[config.mk]
export PLATFORM = sky130hd
export DESIGN_NAME = sauf_top
export DESIGN_NICKNAME = d
export VERILOG_FILES = /design/src/core/sauf_pkg.sv /design/src/core/sauf_top.sv /design/src/core/sauf_prescaler.sv /design/src/core/sauf_shifter.sv
export SDC_FILE = /design/constraint.sdc
export NUM_CORES = 1
export LEC_CHECK = 0
export ABC_AREA = 0
export BUFFER_PORTS_ARGS = -buffer_cell sky130_fd_sc_hd__buf_2
export CORE_ASPECT_RATIO = 1.75
export CORE_MARGIN = 3
export CORE_UTILIZATION = 58
export CTS_CLUSTER_SIZE = 40
export DETAILED_ROUTE_END_ITERATION = 10
export GPL_ROUTABILITY_DRIVEN = 0
export MAX_ROUTING_LAYER = met4
export PLACE_DENSITY = 0.8
export SETUP_SLACK_MARGIN = 0.1
export SLEW_MARGIN = 25
export SYNTH_ARGS = -nofsm -noshare
export SYNTH_HDL_FRONTEND = slang
export SYNTH_SLANG_ARGS = --single-unit
[constraint.sdc]
create_clock -name clock -period 2.8 [get_ports clock]
set_input_delay 0.56 -clock clock [delete_from_list [all_inputs] [get_ports clock]]
set_output_delay 0.56 -clock clock [all_outputs]
set_load 0.03 [all_outputs]
[src/core/sauf_pkg.sv]
// constants shared by the serial unit front end
// assumes an 8-bit special-function register bus with 20-bit addresses
package sauf_pkg;

  // ****************************************
  // register addresses and reset values
  // ****************************************
  localparam logic [19:0] SAUF_ADDR_GATE   = 20'hF00F0;
  localparam logic [19:0] SAUF_ADDR_PRESEL = 20'hF0126;
  localparam logic [19:0] SAUF_ADDR_BUF0   = 20'hFFF10;
  localparam logic [19:0] SAUF_ADDR_BUF1   = 20'hFFF12;
  localparam logic [7:0]  SAUF_RST_GATE    = 8'h00;
  localparam logic [7:0]  SAUF_RST_PRESEL  = 8'h00;
  localparam logic [7:0]  SAUF_RST_BUF     = 8'h00;

  // ****************************************
  // field positions and widths
  // ****************************************
  localparam int SAUF_GATE_BIT   = 2;
  localparam int SAUF_FIRST_LSB  = 0;
  localparam int SAUF_SECOND_LSB = 4;
  localparam int SAUF_FIELD_W    = 4;
  localparam int SAUF_DIV_W      = 15;
  localparam int SAUF_CHANNELS   = 2;
  localparam int SAUF_WORD_W     = 8;

  // ****************************************
  // bit counts per word
  // ****************************************
  localparam logic [3:0] SAUF_BITS_SHORT = 4'h7;
  localparam logic [3:0] SAUF_BITS_LONG  = 4'h8;

  typedef enum logic [0:0] {SAUF_IDLE, SAUF_SHIFT} sauf_shift_state_t;

endpackage

[src/core/sauf_top.sv]
// serial unit front end: clock gate, shared prescaler, data buffers
// assumes sfr strobes are one-cycle pulses synchronous to clock
//
// Operation
// each channel has an eight-bit shifter, parallel to serial and back
// received word moves from the shifter into the channel buffer
// buffered transmit word loads into the shifter and shifts out
// shifter has no address; data passes only through the buffer
// data-length bit selects seven-bit or eight-bit words, low aligned
// software writes a buffer only while its channel is enabled
// reset clears each channel buffer to zero
// one buffer serves clocked-serial, async receive or transmit data
// software sets the unit gate bit before using the unit
// gate bit low stops the unit, holds reset, blocks writes
// gate bit low returns unit registers to defaults, ignoring writes
// gate bit high clocks the unit and allows reads and writes
// software keeps unused enable-register bits at zero
// select register upper nibble sets second clock, lower first
// field value k divides the system clock by two to the k
// software leaves the select register alone while channels run
// reset clears the select register, both clocks undivided
// software stops both channels before changing the system clock
// reset clears the peripheral enable register
// enable register takes bit or byte writes, others byte writes
// per-channel select bit picks first or second shared clock
// idle enabled transmitter loads a written word on next tick
module sauf_top
  import sauf_pkg::*;
(
  input  wire logic                     clock,
  input  wire logic                     rst_n,
  input  wire logic [19:0]              sfr_addr,
  input  wire logic                     sfr_wr,
  input  wire logic                     sfr_rd,
  input  wire logic [7:0]               sfr_wdata,
  input  wire logic [7:0]               sfr_wmask,
  output logic      [7:0]               sfr_rdata,
  output logic      [7:0]               peripheral_clock_gate,
  input  wire logic [SAUF_CHANNELS-1:0] channel_enabled_flag,
  input  wire logic [SAUF_CHANNELS-1:0] channel_transmit,
  input  wire logic [SAUF_CHANNELS-1:0] data_length_select,
  input  wire logic [SAUF_CHANNELS-1:0] channel_clock_select,
  input  wire logic [SAUF_CHANNELS-1:0] serial_in,
  output logic      [SAUF_CHANNELS-1:0] serial_out,
  output logic      [SAUF_CHANNELS-1:0] rx_done,
  output logic      [SAUF_CHANNELS-1:0] tx_loaded,
  output logic      [SAUF_CHANNELS-1:0] shifter_busy
);

  // ****************************************
  // unit clock gate
  // ****************************************
  logic       unit_on;
  logic       unit_clear;
  logic [7:0] shared_prescaler_select_q;
  logic       wr_gate;
  logic       wr_presel;
  logic       first_shared_clock;
  logic       second_shared_clock;

  assign unit_on    = peripheral_clock_gate[SAUF_GATE_BIT];
  // unit held in reset while gated off
  assign unit_clear = !rst_n || !unit_on;
  assign wr_gate    = sfr_wr && (sfr_addr == SAUF_ADDR_GATE);
  // writes ignored while gated off
  assign wr_presel  = sfr_wr && unit_on && (sfr_addr == SAUF_ADDR_PRESEL);

  // reset clears the enable register
  // masked write gives single-bit access
  always_ff @(posedge clock)
  begin
    if (!rst_n)
      peripheral_clock_gate <= SAUF_RST_GATE;
    else if (wr_gate)
      peripheral_clock_gate <= (peripheral_clock_gate & ~sfr_wmask)
                             | (sfr_wdata & sfr_wmask);
  end

  // ****************************************
  // shared prescaler select
  // ****************************************
  // reset gives undivided clocks
  // gated off returns to default
  always_ff @(posedge clock)
  begin
    if (unit_clear)
      shared_prescaler_select_q <= SAUF_RST_PRESEL;
    else if (wr_presel)
      shared_prescaler_select_q <= sfr_wdata;
  end

  // nibbles pick the two clocks
  sauf_prescaler u_prescaler
  (
    .clock                      (clock),
    .clear                      (unit_clear),
    .first_clock_divider_field  (
      shared_prescaler_select_q[SAUF_FIRST_LSB +: SAUF_FIELD_W]),
    .second_clock_divider_field (
      shared_prescaler_select_q[SAUF_SECOND_LSB +: SAUF_FIELD_W]),
    .first_shared_clock         (first_shared_clock),
    .second_shared_clock        (second_shared_clock)
  );

  // ****************************************
  // channel buffers and shifters
  // ****************************************
  logic [SAUF_WORD_W-1:0] channel_data_buffer_q [SAUF_CHANNELS];
  logic [19:0]            buf_addr              [SAUF_CHANNELS];

  assign buf_addr[0] = SAUF_ADDR_BUF0;
  assign buf_addr[1] = SAUF_ADDR_BUF1;

  genvar n;
  generate
    for (n = 0; n < SAUF_CHANNELS; n++)
    begin : g_chan
      logic                   wr_buf;
      logic                   tick;
      logic                   pending_q;
      logic                   taken;
      logic                   rx_valid;
      logic [SAUF_WORD_W-1:0] rx_word;
      logic [SAUF_WORD_W-1:0] wr_word;

      // stopped-channel writes are dropped
      // only path to shifter data
      assign wr_buf = sfr_wr && unit_on && channel_enabled_flag[n]
                   && (sfr_addr == buf_addr[n]);
      // seven-bit words keep bit 7 clear
      assign wr_word = data_length_select[n] ? sfr_wdata
                                             : {1'b0, sfr_wdata[6:0]};
      // per-channel clock choice
      assign tick = channel_clock_select[n] ? second_shared_clock
                                            : first_shared_clock;

      // reset clears buffer
      // one buffer for either direction
      always_ff @(posedge clock)
      begin
        if (unit_clear)
          channel_data_buffer_q[n] <= SAUF_RST_BUF;
        else if (wr_buf)
          channel_data_buffer_q[n] <= wr_word;
        else if (rx_valid)
          channel_data_buffer_q[n] <= rx_word;
      end

      // a write landing with the load keeps the new word pending
      always_ff @(posedge clock)
      begin
        if (unit_clear || !channel_enabled_flag[n])
          pending_q <= 1'b0;
        else if (wr_buf && channel_transmit[n])
          pending_q <= 1'b1;
        else if (taken)
          pending_q <= 1'b0;
      end

      // eight-bit shifter per channel
      sauf_shifter u_shifter
      (
        .clock        (clock),
        .clear        (unit_clear),
        .tick         (tick),
        .enabled      (channel_enabled_flag[n]),
        .transmit     (channel_transmit[n]),
        .long_word    (data_length_select[n]),
        .load_pending (pending_q),
        .load_word    (channel_data_buffer_q[n]),
        .serial_in    (serial_in[n]),
        .serial_out   (serial_out[n]),
        .load_taken   (taken),
        .rx_valid     (rx_valid),
        .rx_word      (rx_word),
        .busy         (shifter_busy[n])
      );

      assign rx_done[n]   = rx_valid;
      assign tx_loaded[n] = taken;
    end
  endgenerate

  // ****************************************
  // register read port
  // ****************************************
  // reads valid only with the gate on
  always_ff @(posedge clock)
  begin
    if (!rst_n)
      sfr_rdata <= 8'h00;
    else if (sfr_rd)
    begin
      if (sfr_addr == SAUF_ADDR_GATE)
        sfr_rdata <= peripheral_clock_gate;
      else if (sfr_addr == SAUF_ADDR_PRESEL)
        sfr_rdata <= shared_prescaler_select_q;
      else if (sfr_addr == SAUF_ADDR_BUF0)
        sfr_rdata <= channel_data_buffer_q[0];
      else if (sfr_addr == SAUF_ADDR_BUF1)
        sfr_rdata <= channel_data_buffer_q[1];
      else
        sfr_rdata <= 8'h00;
    end
  end

endmodule

[src/core/sauf_prescaler.sv]
// shared prescaler: two operation-clock tick streams from the system clock
// assumes sync clear is held whenever the unit clock gate is off
module sauf_prescaler
  import sauf_pkg::*;
(
  input  wire logic                    clock,
  input  wire logic                    clear,
  input  wire logic [SAUF_FIELD_W-1:0] first_clock_divider_field,
  input  wire logic [SAUF_FIELD_W-1:0] second_clock_divider_field,
  output logic                         first_shared_clock,
  output logic                         second_shared_clock
);

  logic [SAUF_DIV_W-1:0] count_q;
  logic [15:0]           hit;

  always_ff @(posedge clock)
  begin
    if (clear)
      count_q <= '0;
    else
      count_q <= count_q + 15'h0001;
  end

  // ****************************************
  // one hit per power-of-two divide ratio
  // ****************************************
  assign hit[0] = 1'b1;
  genvar k;
  generate
    for (k = 1; k < 16; k++)
    begin : g_div
      assign hit[k] = &count_q[k-1:0];
    end
  endgenerate

  // divide by two to the k
  always_ff @(posedge clock)
  begin
    if (clear)
    begin
      first_shared_clock  <= 1'b0;
      second_shared_clock <= 1'b0;
    end
    else
    begin
      first_shared_clock  <= hit[first_clock_divider_field];
      second_shared_clock <= hit[second_clock_divider_field];
    end
  end

endmodule

[src/core/sauf_shifter.sv]
// one channel's 8-bit shifter, lsb first, one bit per operation tick
// assumes the owner keeps the buffer and a pending-load flag
module sauf_shifter
  import sauf_pkg::*;
(
  input  wire logic                   clock,
  input  wire logic                   clear,
  input  wire logic                   tick,
  input  wire logic                   enabled,
  input  wire logic                   transmit,
  input  wire logic                   long_word,
  input  wire logic                   load_pending,
  input  wire logic [SAUF_WORD_W-1:0] load_word,
  input  wire logic                   serial_in,
  output logic                        serial_out,
  output logic                        load_taken,
  output logic                        rx_valid,
  output logic [SAUF_WORD_W-1:0]      rx_word,
  output logic                        busy
);

  sauf_shift_state_t        state_q;
  logic [SAUF_WORD_W-1:0]   shreg_q;
  logic [3:0]               left_q;
  logic [SAUF_WORD_W-1:0]   rx_next;
  logic [3:0]               word_bits;

  assign word_bits = long_word ? SAUF_BITS_LONG : SAUF_BITS_SHORT;
  assign rx_next   = {serial_in, shreg_q[SAUF_WORD_W-1:1]};

  always_ff @(posedge clock)
  begin
    if (clear || !enabled)
    begin
      state_q    <= SAUF_IDLE;
      shreg_q    <= '0;
      left_q     <= '0;
      serial_out <= 1'b1;
      load_taken <= 1'b0;
      rx_valid   <= 1'b0;
      rx_word    <= '0;
      busy       <= 1'b0;
    end
    else
    begin
      load_taken <= 1'b0;
      rx_valid   <= 1'b0;
      unique case (state_q)
        SAUF_IDLE:
        begin
          // load on next tick
          if (tick && transmit && load_pending)
          begin
            // buffer into shifter
            shreg_q    <= load_word >> 1;
            serial_out <= load_word[0];
            // one tick per bit left, plus the tick that ends the last bit
            left_q     <= word_bits;
            busy       <= 1'b1;
            load_taken <= 1'b1;
            state_q    <= SAUF_SHIFT;
          end
          else if (tick && !transmit)
          begin
            shreg_q <= rx_next;
            left_q  <= word_bits - 4'h1;
            busy    <= 1'b1;
            state_q <= SAUF_SHIFT;
          end
        end
        SAUF_SHIFT:
        begin
          if (tick)
          begin
            if (transmit)
            begin
              // a finished transmit leaves the line high while idle
              serial_out <= (left_q == 4'h1) ? 1'b1 : shreg_q[0];
              shreg_q    <= shreg_q >> 1;
            end
            else
              shreg_q <= rx_next;
            left_q <= left_q - 4'h1;
            if (left_q == 4'h1 || left_q == 4'h0)
            begin
              state_q <= SAUF_IDLE;
              busy    <= 1'b0;
              // word to buffer
              // short word right aligned
              if (!transmit)
              begin
                rx_valid <= 1'b1;
                rx_word  <= long_word ? rx_next : {1'b0, rx_next[7:1]};
              end
            end
          end
        end
      endcase
    end
  end

endmodule

==> results.txt, run 1 <==
outcome -> finished clean
category of the worst setup path capture point -> register
Main synth FF type -> dfxtp_1
yosys warns -> 0
flip-flop and latch count after synthesis -> 109
synth unique cells -> 60
VDD IR-drop max -> 0.000406 V
final clock skew -> 0.00683 ns
met3 Usage GRT -> 0.0371
length in cells of the worst reg-to-reg path -> 7
TritonCTS clock tree -> done
per-instance average area after synthesis -> 8.88 µm²
critical path required time -> 2.82 ns
clock edge transition at the registers on the reported setup and hold paths -> 0.07 ns
CP cell instances -> buf_2 > or4bb_1 > nor2_1 > nand3_1 > nand2_1
number of max-slew violations in the final report -> 0
final sum of negative setup slack -> 0 ns
final setup vio count -> 0
FMAX -> 0.500 GHz
number of antenna violations at the first check in global routing -> 0
Post-DP Area -> 0.00615 mm²
areal power density over the cells -> 466 mW/mm²
number of clock buffers inserted by TritonCTS -> 9
worst rel slew slack -> 0.488
number of failing hold endpoints at the final stage -> 0
hold path startpoint -> g_chan[1].u_shifter.busy
fraction of the yosys area taken by sequential cells -> 0.403
ys async rst share -> 0
CTS sink count -> 109
met1 routing resource usage after global routing -> 0.321
setup repair after global routing missed its margin -> false
count of cells along the worst hold path -> 2
average wire per cell in the routed design -> 18.6 µm
buffer cell driving the clock tree root -> clkbuf_16
worst reg2reg path endpoint -> u_prescaler.second_shared_clock
Initial Util -> 0.606
global-route wire length before repair -> 24500 µm
number of flops mapped to enable cells by yosys -> 16
Mapped Nets -> 716
count of input and output buffers -> 73
Yosys top cell area share -> 0.321
highest cell delay on the worst timing path -> 0.56 ns
detailed placer's ending HPWL -> 11500 µm
RR Startpoint -> u_prescaler.count_q[0]
final instance area -> 0.00645 mm²
terminating pin of the worst hold path -> g_chan[1].u_shifter.busy
Max-cap violations -> 0
die width -> 81.6 µm
transition time of the tightest slew-check pin -> 0.761 ns
crit share post-route -> 0.714
startpoint type of the worst setup path -> input pin
area grow syn2layout -> 11.1%
routed vias -> 5231
DR DRC count -> 0
antenna-violating nets left -> 0
count of TritonRoute iterations in the first routing pass -> 6
arrival time of the worst setup path -> 2.01 ns
maximum net fanout on the critical path -> 12
ratio of cells with drive above 1 in the final layout -> 0.162
buffer depth of the longest clock path -> 2
die outline area -> 0.0113 mm²
Worst path slowest cell -> or4bb_1
Post-Syn Area -> 0.00581 mm²
GRT Resource Usage Total -> 0.286
critical path class -> input pin to register
count of buffers added by post-CTS timing repair for setup -> 0
reported leakage power -> 2.43 nW
Post-CTS Hold Fix Bufs -> 0
IO Pins -> 74
Overflow after GRT -> 0
largest net degree at the start of global routing -> 28
WL final -> 15300 µm
Hold Path Class -> register to register
# nets final -> 759
worst reg-to-reg setup slack -> 0.85 ns
clock insertion delay at the later pin of the skew report -> 0.35 ns
core area -> 0.00959 mm²
Util after Layout -> 0.673
cell row count -> 47
Tmin final -> 2.00 ns
dominant cell by count in the synthesized netlist -> dfxtp_1
H-tree depth reported by CTS -> 3
Synth top cells by count -> dfxtp_1 (93), mux2i_1 (60), nor2_1 (58), nand2_1 (49), a21oi_1 (45)
vias in the first global route -> 4957
Synth Instances -> 654
most area-consuming cells after synthesis -> dfxtp_1 (32%), mux2i_1 (10%), edfxtp_1 (8.3%), a21oi_1 (3.9%), nor2_1 (3.8%)
iteration-0 DRC count of the detailed router -> 432
met2 Use GR -> 0.497
total inserted antenna cells -> 0
die height -> 138 µm
CTS resizes -> 0
routed via count divided by cell count -> 6.35
busiest layer in global routing -> met2
post-synthesis cell type with the largest combined area -> dfxtp_1
==> critical path: cells and delay by family <==
family,cells,cell delay (ns)
simple gates,4,1.18
buf+inv,1,0.27
==> logic make-up (layout without fill, tap and decap cells) <==
family                     after synthesis  in the layout  share of synthesized area
and+or+nand+nor                        228            228                      0.214
xor gates and xnor gates                10             10                     0.0151
DFF                                    109            109                      0.403
AOI/OAI and AO/OA                      160            160                      0.174
buffers and inverters                   72            120                     0.0578
muxes                                   63             63                      0.109
adders and majority gates               12             12                     0.0259
==> layer usage <==
metal,up-vias,part of all wire
met4,0,0.040
met1,2516,0.38
met5,-,0
met2,190,0.54
li1,2478,-
met3,47,0.047
==> registers in the layout, indices dropped and copies added (netlist names), named ones only <==
signal,count
channel_data_buffer_q,16
g_chan.pending_q,2
g_chan.u_shifter.busy,2
g_chan.u_shifter.left_q,8
g_chan.u_shifter.load_taken,2
g_chan.u_shifter.rx_valid,2
g_chan.u_shifter.rx_word,16
g_chan.u_shifter.serial_out,2
g_chan.u_shifter.shreg_q,16
g_chan.u_shifter.state_q,2
sfr_rdata,8
shared_prescaler_select_q,8
u_prescaler.count_q,15
u_prescaler.first_shared_clock,1
u_prescaler.second_shared_clock,1
==> power breakdown <==
part	internal (mW)	switching (mW)	leakage, nW
clock	0.721	0.573	0.150
sequential	1.58	0.0000000692	0.946
combinational	0.0484	0.0800	1.34
==> metrics by stage <==
step | cells | power, mW | setup slack (ns) | hold slack, ns
global route | 824 | 3.09 | 0.635 | 0.488
detailed placement | 808 | 1.74 | 0.470 | 0.452
global placement | 808 | 1.74 | 0.528 | 0.444
CTS | 824 | 3.01 | 0.828 | 0.463
finish | 824 | 3.00 | 0.802 | 0.461
floorplan | 654 | 1.68 | 0.503 | 0.436
==> worst max-delay path by stage <==
stage	startpoint	end	cells past startpoint
6_report	sfr_addr[1]	channel_data_buffer_q[1][0]	5
4_1_cts	sfr_addr[1]	channel_data_buffer_q[1][0]	5
3_5_place_dp	sfr_addr[1]	channel_data_buffer_q[1][4]	5
2_1_floorplan	sfr_addr[7]	channel_data_buffer_q[0][0]	6
5_1_grt	g_chan[0].u_shifter.state_q	g_chan[0].u_shifter.rx_word[3]	4
3_3_place_gp	sfr_addr[7]	channel_data_buffer_q[0][5]	5
==> final cells by class <==
class	count	area, µm²
Multi-Input combinational cell	473	3130
Clock inverter	5	57.6
Inverter	19	71.3
Timing Repair Buffer	85	455
Tap cell	122	153
Fill cell	810	3140
Clock buffer	11	243
Sequential cell	109	2340
==> cell usage in the layout, fill, tap and decap left out, types with 3 or more instances in the layout <==
master     instances
a211oi_1          18
a32oi_1           17
and2_1             3
nor3_1             8
a21oi_1           45
nand2b_1          17
nor2_1            58
o211ai_1           4
dfxtp_1           93
nand3_1           15
nand2_1           49
and3_1            13
buf_4             12
xnor2_1            7
xor2_1             3
o21ai_1           12
nor4_4             3
edfxtp_1          16
clkbuf_16          9
mux2_2             3
nor2b_1            5
a22oi_1            4
inv_1             19
mux2i_1           60
nor4_1             3
o21ai_0           32
or3_1              9
nand4b_1           3
o31ai_1           11
buf_2             73
nand4_1           24
ha_1              12
No activity file was read; power rests on OpenSTA's default activity.
==> run 2: changes to the inputs <==
--- a/config.mk
+++ b/config.mk
@@ -5,16 +5,16 @@
 export SDC_FILE = /design/constraint.sdc
 export NUM_CORES = 1
 export LEC_CHECK = 0
-export ABC_AREA = 0
+export ABC_AREA = 1
 export BUFFER_PORTS_ARGS = -buffer_cell sky130_fd_sc_hd__buf_2
 export CORE_ASPECT_RATIO = 1.75
 export CORE_MARGIN = 3
-export CORE_UTILIZATION = 58
+export CORE_UTILIZATION = 53
 export CTS_CLUSTER_SIZE = 40
 export DETAILED_ROUTE_END_ITERATION = 10
 export GPL_ROUTABILITY_DRIVEN = 0
 export MAX_ROUTING_LAYER = met4
-export PLACE_DENSITY = 0.8
+export PLACE_DENSITY = 0.77
 export SETUP_SLACK_MARGIN = 0.1
 export SLEW_MARGIN = 25
 export SYNTH_ARGS = -nofsm -noshare
==> constraint.sdc (replaced) <==
create_clock -name clock -period 1.6 [get_ports clock]
set_input_delay 0.32 -clock clock [delete_from_list [all_inputs] [get_ports clock]]
set_output_delay 0.32 -clock clock [all_outputs]
set_load 0.03 [all_outputs]
==> run 2 against run 1 <==
Against the previous run:
- total power grew 82%
- final cell count increased by 23%
- critical path type is now register to register
- clock power increased by 91%
- critical endpoint is now u_prescaler.second_shared_clock
- die area grew 8.8%
- register-to-register slack lost 0.79 ns
- clock skew is 0.0033 ns higher
- sequential share of layout area shrank 3.5 points
- synthesized cell count grew 20%
- non-clock buffer count up 40
==> results.txt, run 2 <==
outcome -> finished clean
total inserted antenna cells -> 0
multiplexer share of the synthesized area -> 0
Max-cap violations -> 0
Initial Util -> 0.553
Synth top cells by count -> nand2_1 (148), dfxtp_1 (93), inv_1 (87), o21ai_0 (84), nor2_1 (81)
synth unique cells -> 49
dominant cell by count in the synthesized netlist -> nand2_1
core area -> 0.0105 mm²
detailed placer's ending HPWL -> 12000 µm
ratio of cells with drive above 1 in the final layout -> 0.276
Post-Synth Simple-Gate Area -> 0.255
startpoint type of the worst setup path -> register
area grow syn2layout -> 23.6%
IO Pins -> 74
post-synthesis cell type with the largest combined area -> dfxtp_1
worst reg2reg path endpoint -> u_prescaler.second_shared_clock
final worst setup slack -> 0.0594 ns
number of clock buffers inserted by TritonCTS -> 9
clock edge transition at the registers on the reported setup and hold paths -> 0.07 ns
DR DRC count -> 0
per-instance average area after synthesis -> 7.41 µm²
Post-Syn Area -> 0.00580 mm²
fraction of the yosys area taken by sequential cells -> 0.404
share of the synthesized area in compound gates (AO/OA/AOI/OAI) -> 0.207
yosys warns -> 0
vias in the first global route -> 5538
Top Registers -> channel_data_buffer_q (16), g_chan.u_shifter.rx_word (16), g_chan.u_shifter.shreg_q (16)
count of input and output buffers -> 73
post-synthesis adder-cell area fraction -> 0.0259
critical path class -> register to register
combinational family with the most area after synthesis -> simple AND/OR/NAND/NOR gates
setup repair after global routing missed its margin -> true
length in cells of the worst reg-to-reg path -> 14
crit share post-route -> 0.963
# nets final -> 947
category of the worst setup path capture point -> register
Util after Layout -> 0.684
worst rel slew slack -> 0.724
final setup vio count -> 0
Synth Instances -> 783
number of failing hold endpoints at the final stage -> 0
average wire per cell in the routed design -> 15.9 µm
count of TritonRoute iterations in the first routing pass -> 6
Hold Path Class -> input pin to register
hold path startpoint -> sfr_wdata[0]
transition time of the tightest slew-check pin -> 0.413 ns
CTS sink count -> 109
global-route wire length before repair -> 25000 µm
VDD IR-drop max -> 0.000796 V
GRT Resource Usage Total -> 0.264
H-tree depth reported by CTS -> 3
final sum of negative setup slack -> 0 ns
arrival time of the worst setup path -> 1.83 ns
critical path required time -> 1.89 ns
die outline area -> 0.0123 mm²
cell row count -> 49
Main synth FF type -> dfxtp_1
worst slack at placement -> -0.0634 ns
TritonCTS clock tree -> done
final clock skew -> 0.0102 ns
routed vias -> 5730
Placed Cells incl. Taps -> 990
most area-consuming cells after synthesis -> dfxtp_1 (32%), nand2_1 (9.6%), edfxtp_1 (8.3%), o21ai_0 (7.2%), a21oi_1 (6.9%)
Yosys top cell area share -> 0.321
Overflow after GRT -> 0
maximum net fanout on the critical path -> 4
Post-Layout Cell Count -> 1017
iteration-0 DRC count of the detailed router -> 402
routed via count divided by cell count -> 5.63
RR Startpoint -> u_prescaler.count_q[1]
buffer depth of the longest clock path -> 2
reported leakage power -> 3.12 nW
flip-flop and latch count after synthesis -> 109
count of cells along the worst hold path -> 3
Post-CTS Hold Fix Bufs -> 0
buffer cell driving the clock tree root -> clkbuf_16
leading cell type in the layout, fill and taps excluded -> nand2_1
clock insertion delay at the later pin of the skew report -> 0.36 ns
WL final -> 16200 µm
antenna-violating nets left -> 0
ys async rst share -> 0
Tmin final -> 1.54 ns
FMAX -> 0.649 GHz
areal power density over the cells -> 761 mW/mm²
number of max-slew violations in the final report -> 0
XOR/XNOR share of the synthesized area -> 0.0106
die width -> 85.1 µm
worst reg-to-reg setup slack -> 0.06 ns
overall power -> 5.46 mW
largest net degree at the start of global routing -> 22
die height -> 144 µm
Mapped Nets -> 845
highest-count cells in the layout ignoring fill and taps -> nand2_1 (141), dfxtp_1 (86), inv_1 (77)
number of antenna violations at the first check in global routing -> 0
number of flops mapped to enable cells by yosys -> 16
[run 2: changes by cell type after synthesis, moves of 15 or more]
cell and delta:
nand3_1 +32, o21ai_0 +52, nand2_1 +99, a21oi_1 +35, a32oi_1 -17, nor2_1 +23
a211oi_1 -15, nand2b_1 -17, mux2i_1 -60, nand4_1 -22, clkbuf_1 -18, inv_1 +68
[run 2: how the worst max path moves through the flow]
stage / cells past startpoint / slack (ns) / end / start
2_1_floorplan: 7 / 0.11 / channel_data_buffer_q[1][1] / sfr_addr[7]
3_3_place_gp: 8 / 0.0005 / channel_data_buffer_q[1][2] / sfr_addr[0]
3_5_place_dp: 10 / -0.06 / channel_data_buffer_q[0][7] / sfr_addr[9]
4_1_cts: 14 / 0.06 / u_prescaler.first_shared_clock / u_prescaler.count_q[0]
5_1_grt: 14 / -0.05 / u_prescaler.second_shared_clock / u_prescaler.count_q[1]
6_report: 14 / 0.06 / u_prescaler.second_shared_clock / u_prescaler.count_q[1]
[run 2: layer usage]
metal / routed length [µm] / GRT usage / vias up
met1: 5750 / 0.257 / 2678
met5: 0 / - / -
met3: 733 / 0.0388 / 74
met4: 917 / 0.173 / 0
met2: 8780 / 0.477 / 197
li1: - / - / 2781
[run 2: repair_timing]
item / 4_1_cts / 5_1_grt
cloned: 0 / 1
gates resized for setup: 30 / 66
endpoints found under the setup margin: 31 / 55
setup buffers: 2 / 8
pin swaps: 10 / 16
[run 2: final cells by class]
class | instances | area, µm²
Fill cell | 820 | 3310
Multi-Input combinational cell | 549 | 3130
Sequential cell | 109 | 2350
Timing Repair Buffer | 125 | 835
Inverter | 91 | 363
Clock buffer | 13 | 283
Tap cell | 127 | 159
Clock inverter | 3 | 47.5
[run 2: report_power, final]
part	internal, mW	switching (mW)
Sequential	2.76	0.000000364
Combinational	0.0829	0.155
Clock	1.42	1.04
Total	4.26	1.19
[run 2: cell families (layout without fill, tap and decap cells)]
| kind of cell | count (synthesis) | after routing |
|---|---|---|
| and+or+nand+nor | 317 | 318 |
| buffers and inverters | 126 | 232 |
| xor gates and xnor gates | 7 | 7 |
| AOI/OAI and AO/OA | 212 | 212 |
| DFF | 109 | 109 |
| adders and majority gates | 12 | 12 |
[run 2: through the flow]
stage          hold slack (ns)  cell area, µm²
2_1_floorplan            0.422            5820
3_3_place_gp             0.439            6510
3_5_place_dp             0.447            6510
4_1_cts                  0.217            6930
5_1_grt                  0.235            7170
6_report                 0.222            7170
[run 2: critical path, cell delays in order (launching register included)]
cell and delay, ns:
dfxtp_2 0.35, ha_4 0.15, nand3_4 0.09, inv_4 0.09, nand2_4 0.05, inv_2 0.06, ha_4 0.12, inv_2 0.04
a21oi_2 0.12, nand2_1 0.07, nand3_2 0.07, nand2_2 0.05, inv_2 0.04, nand2_1 0.04, a21oi_1 0.13
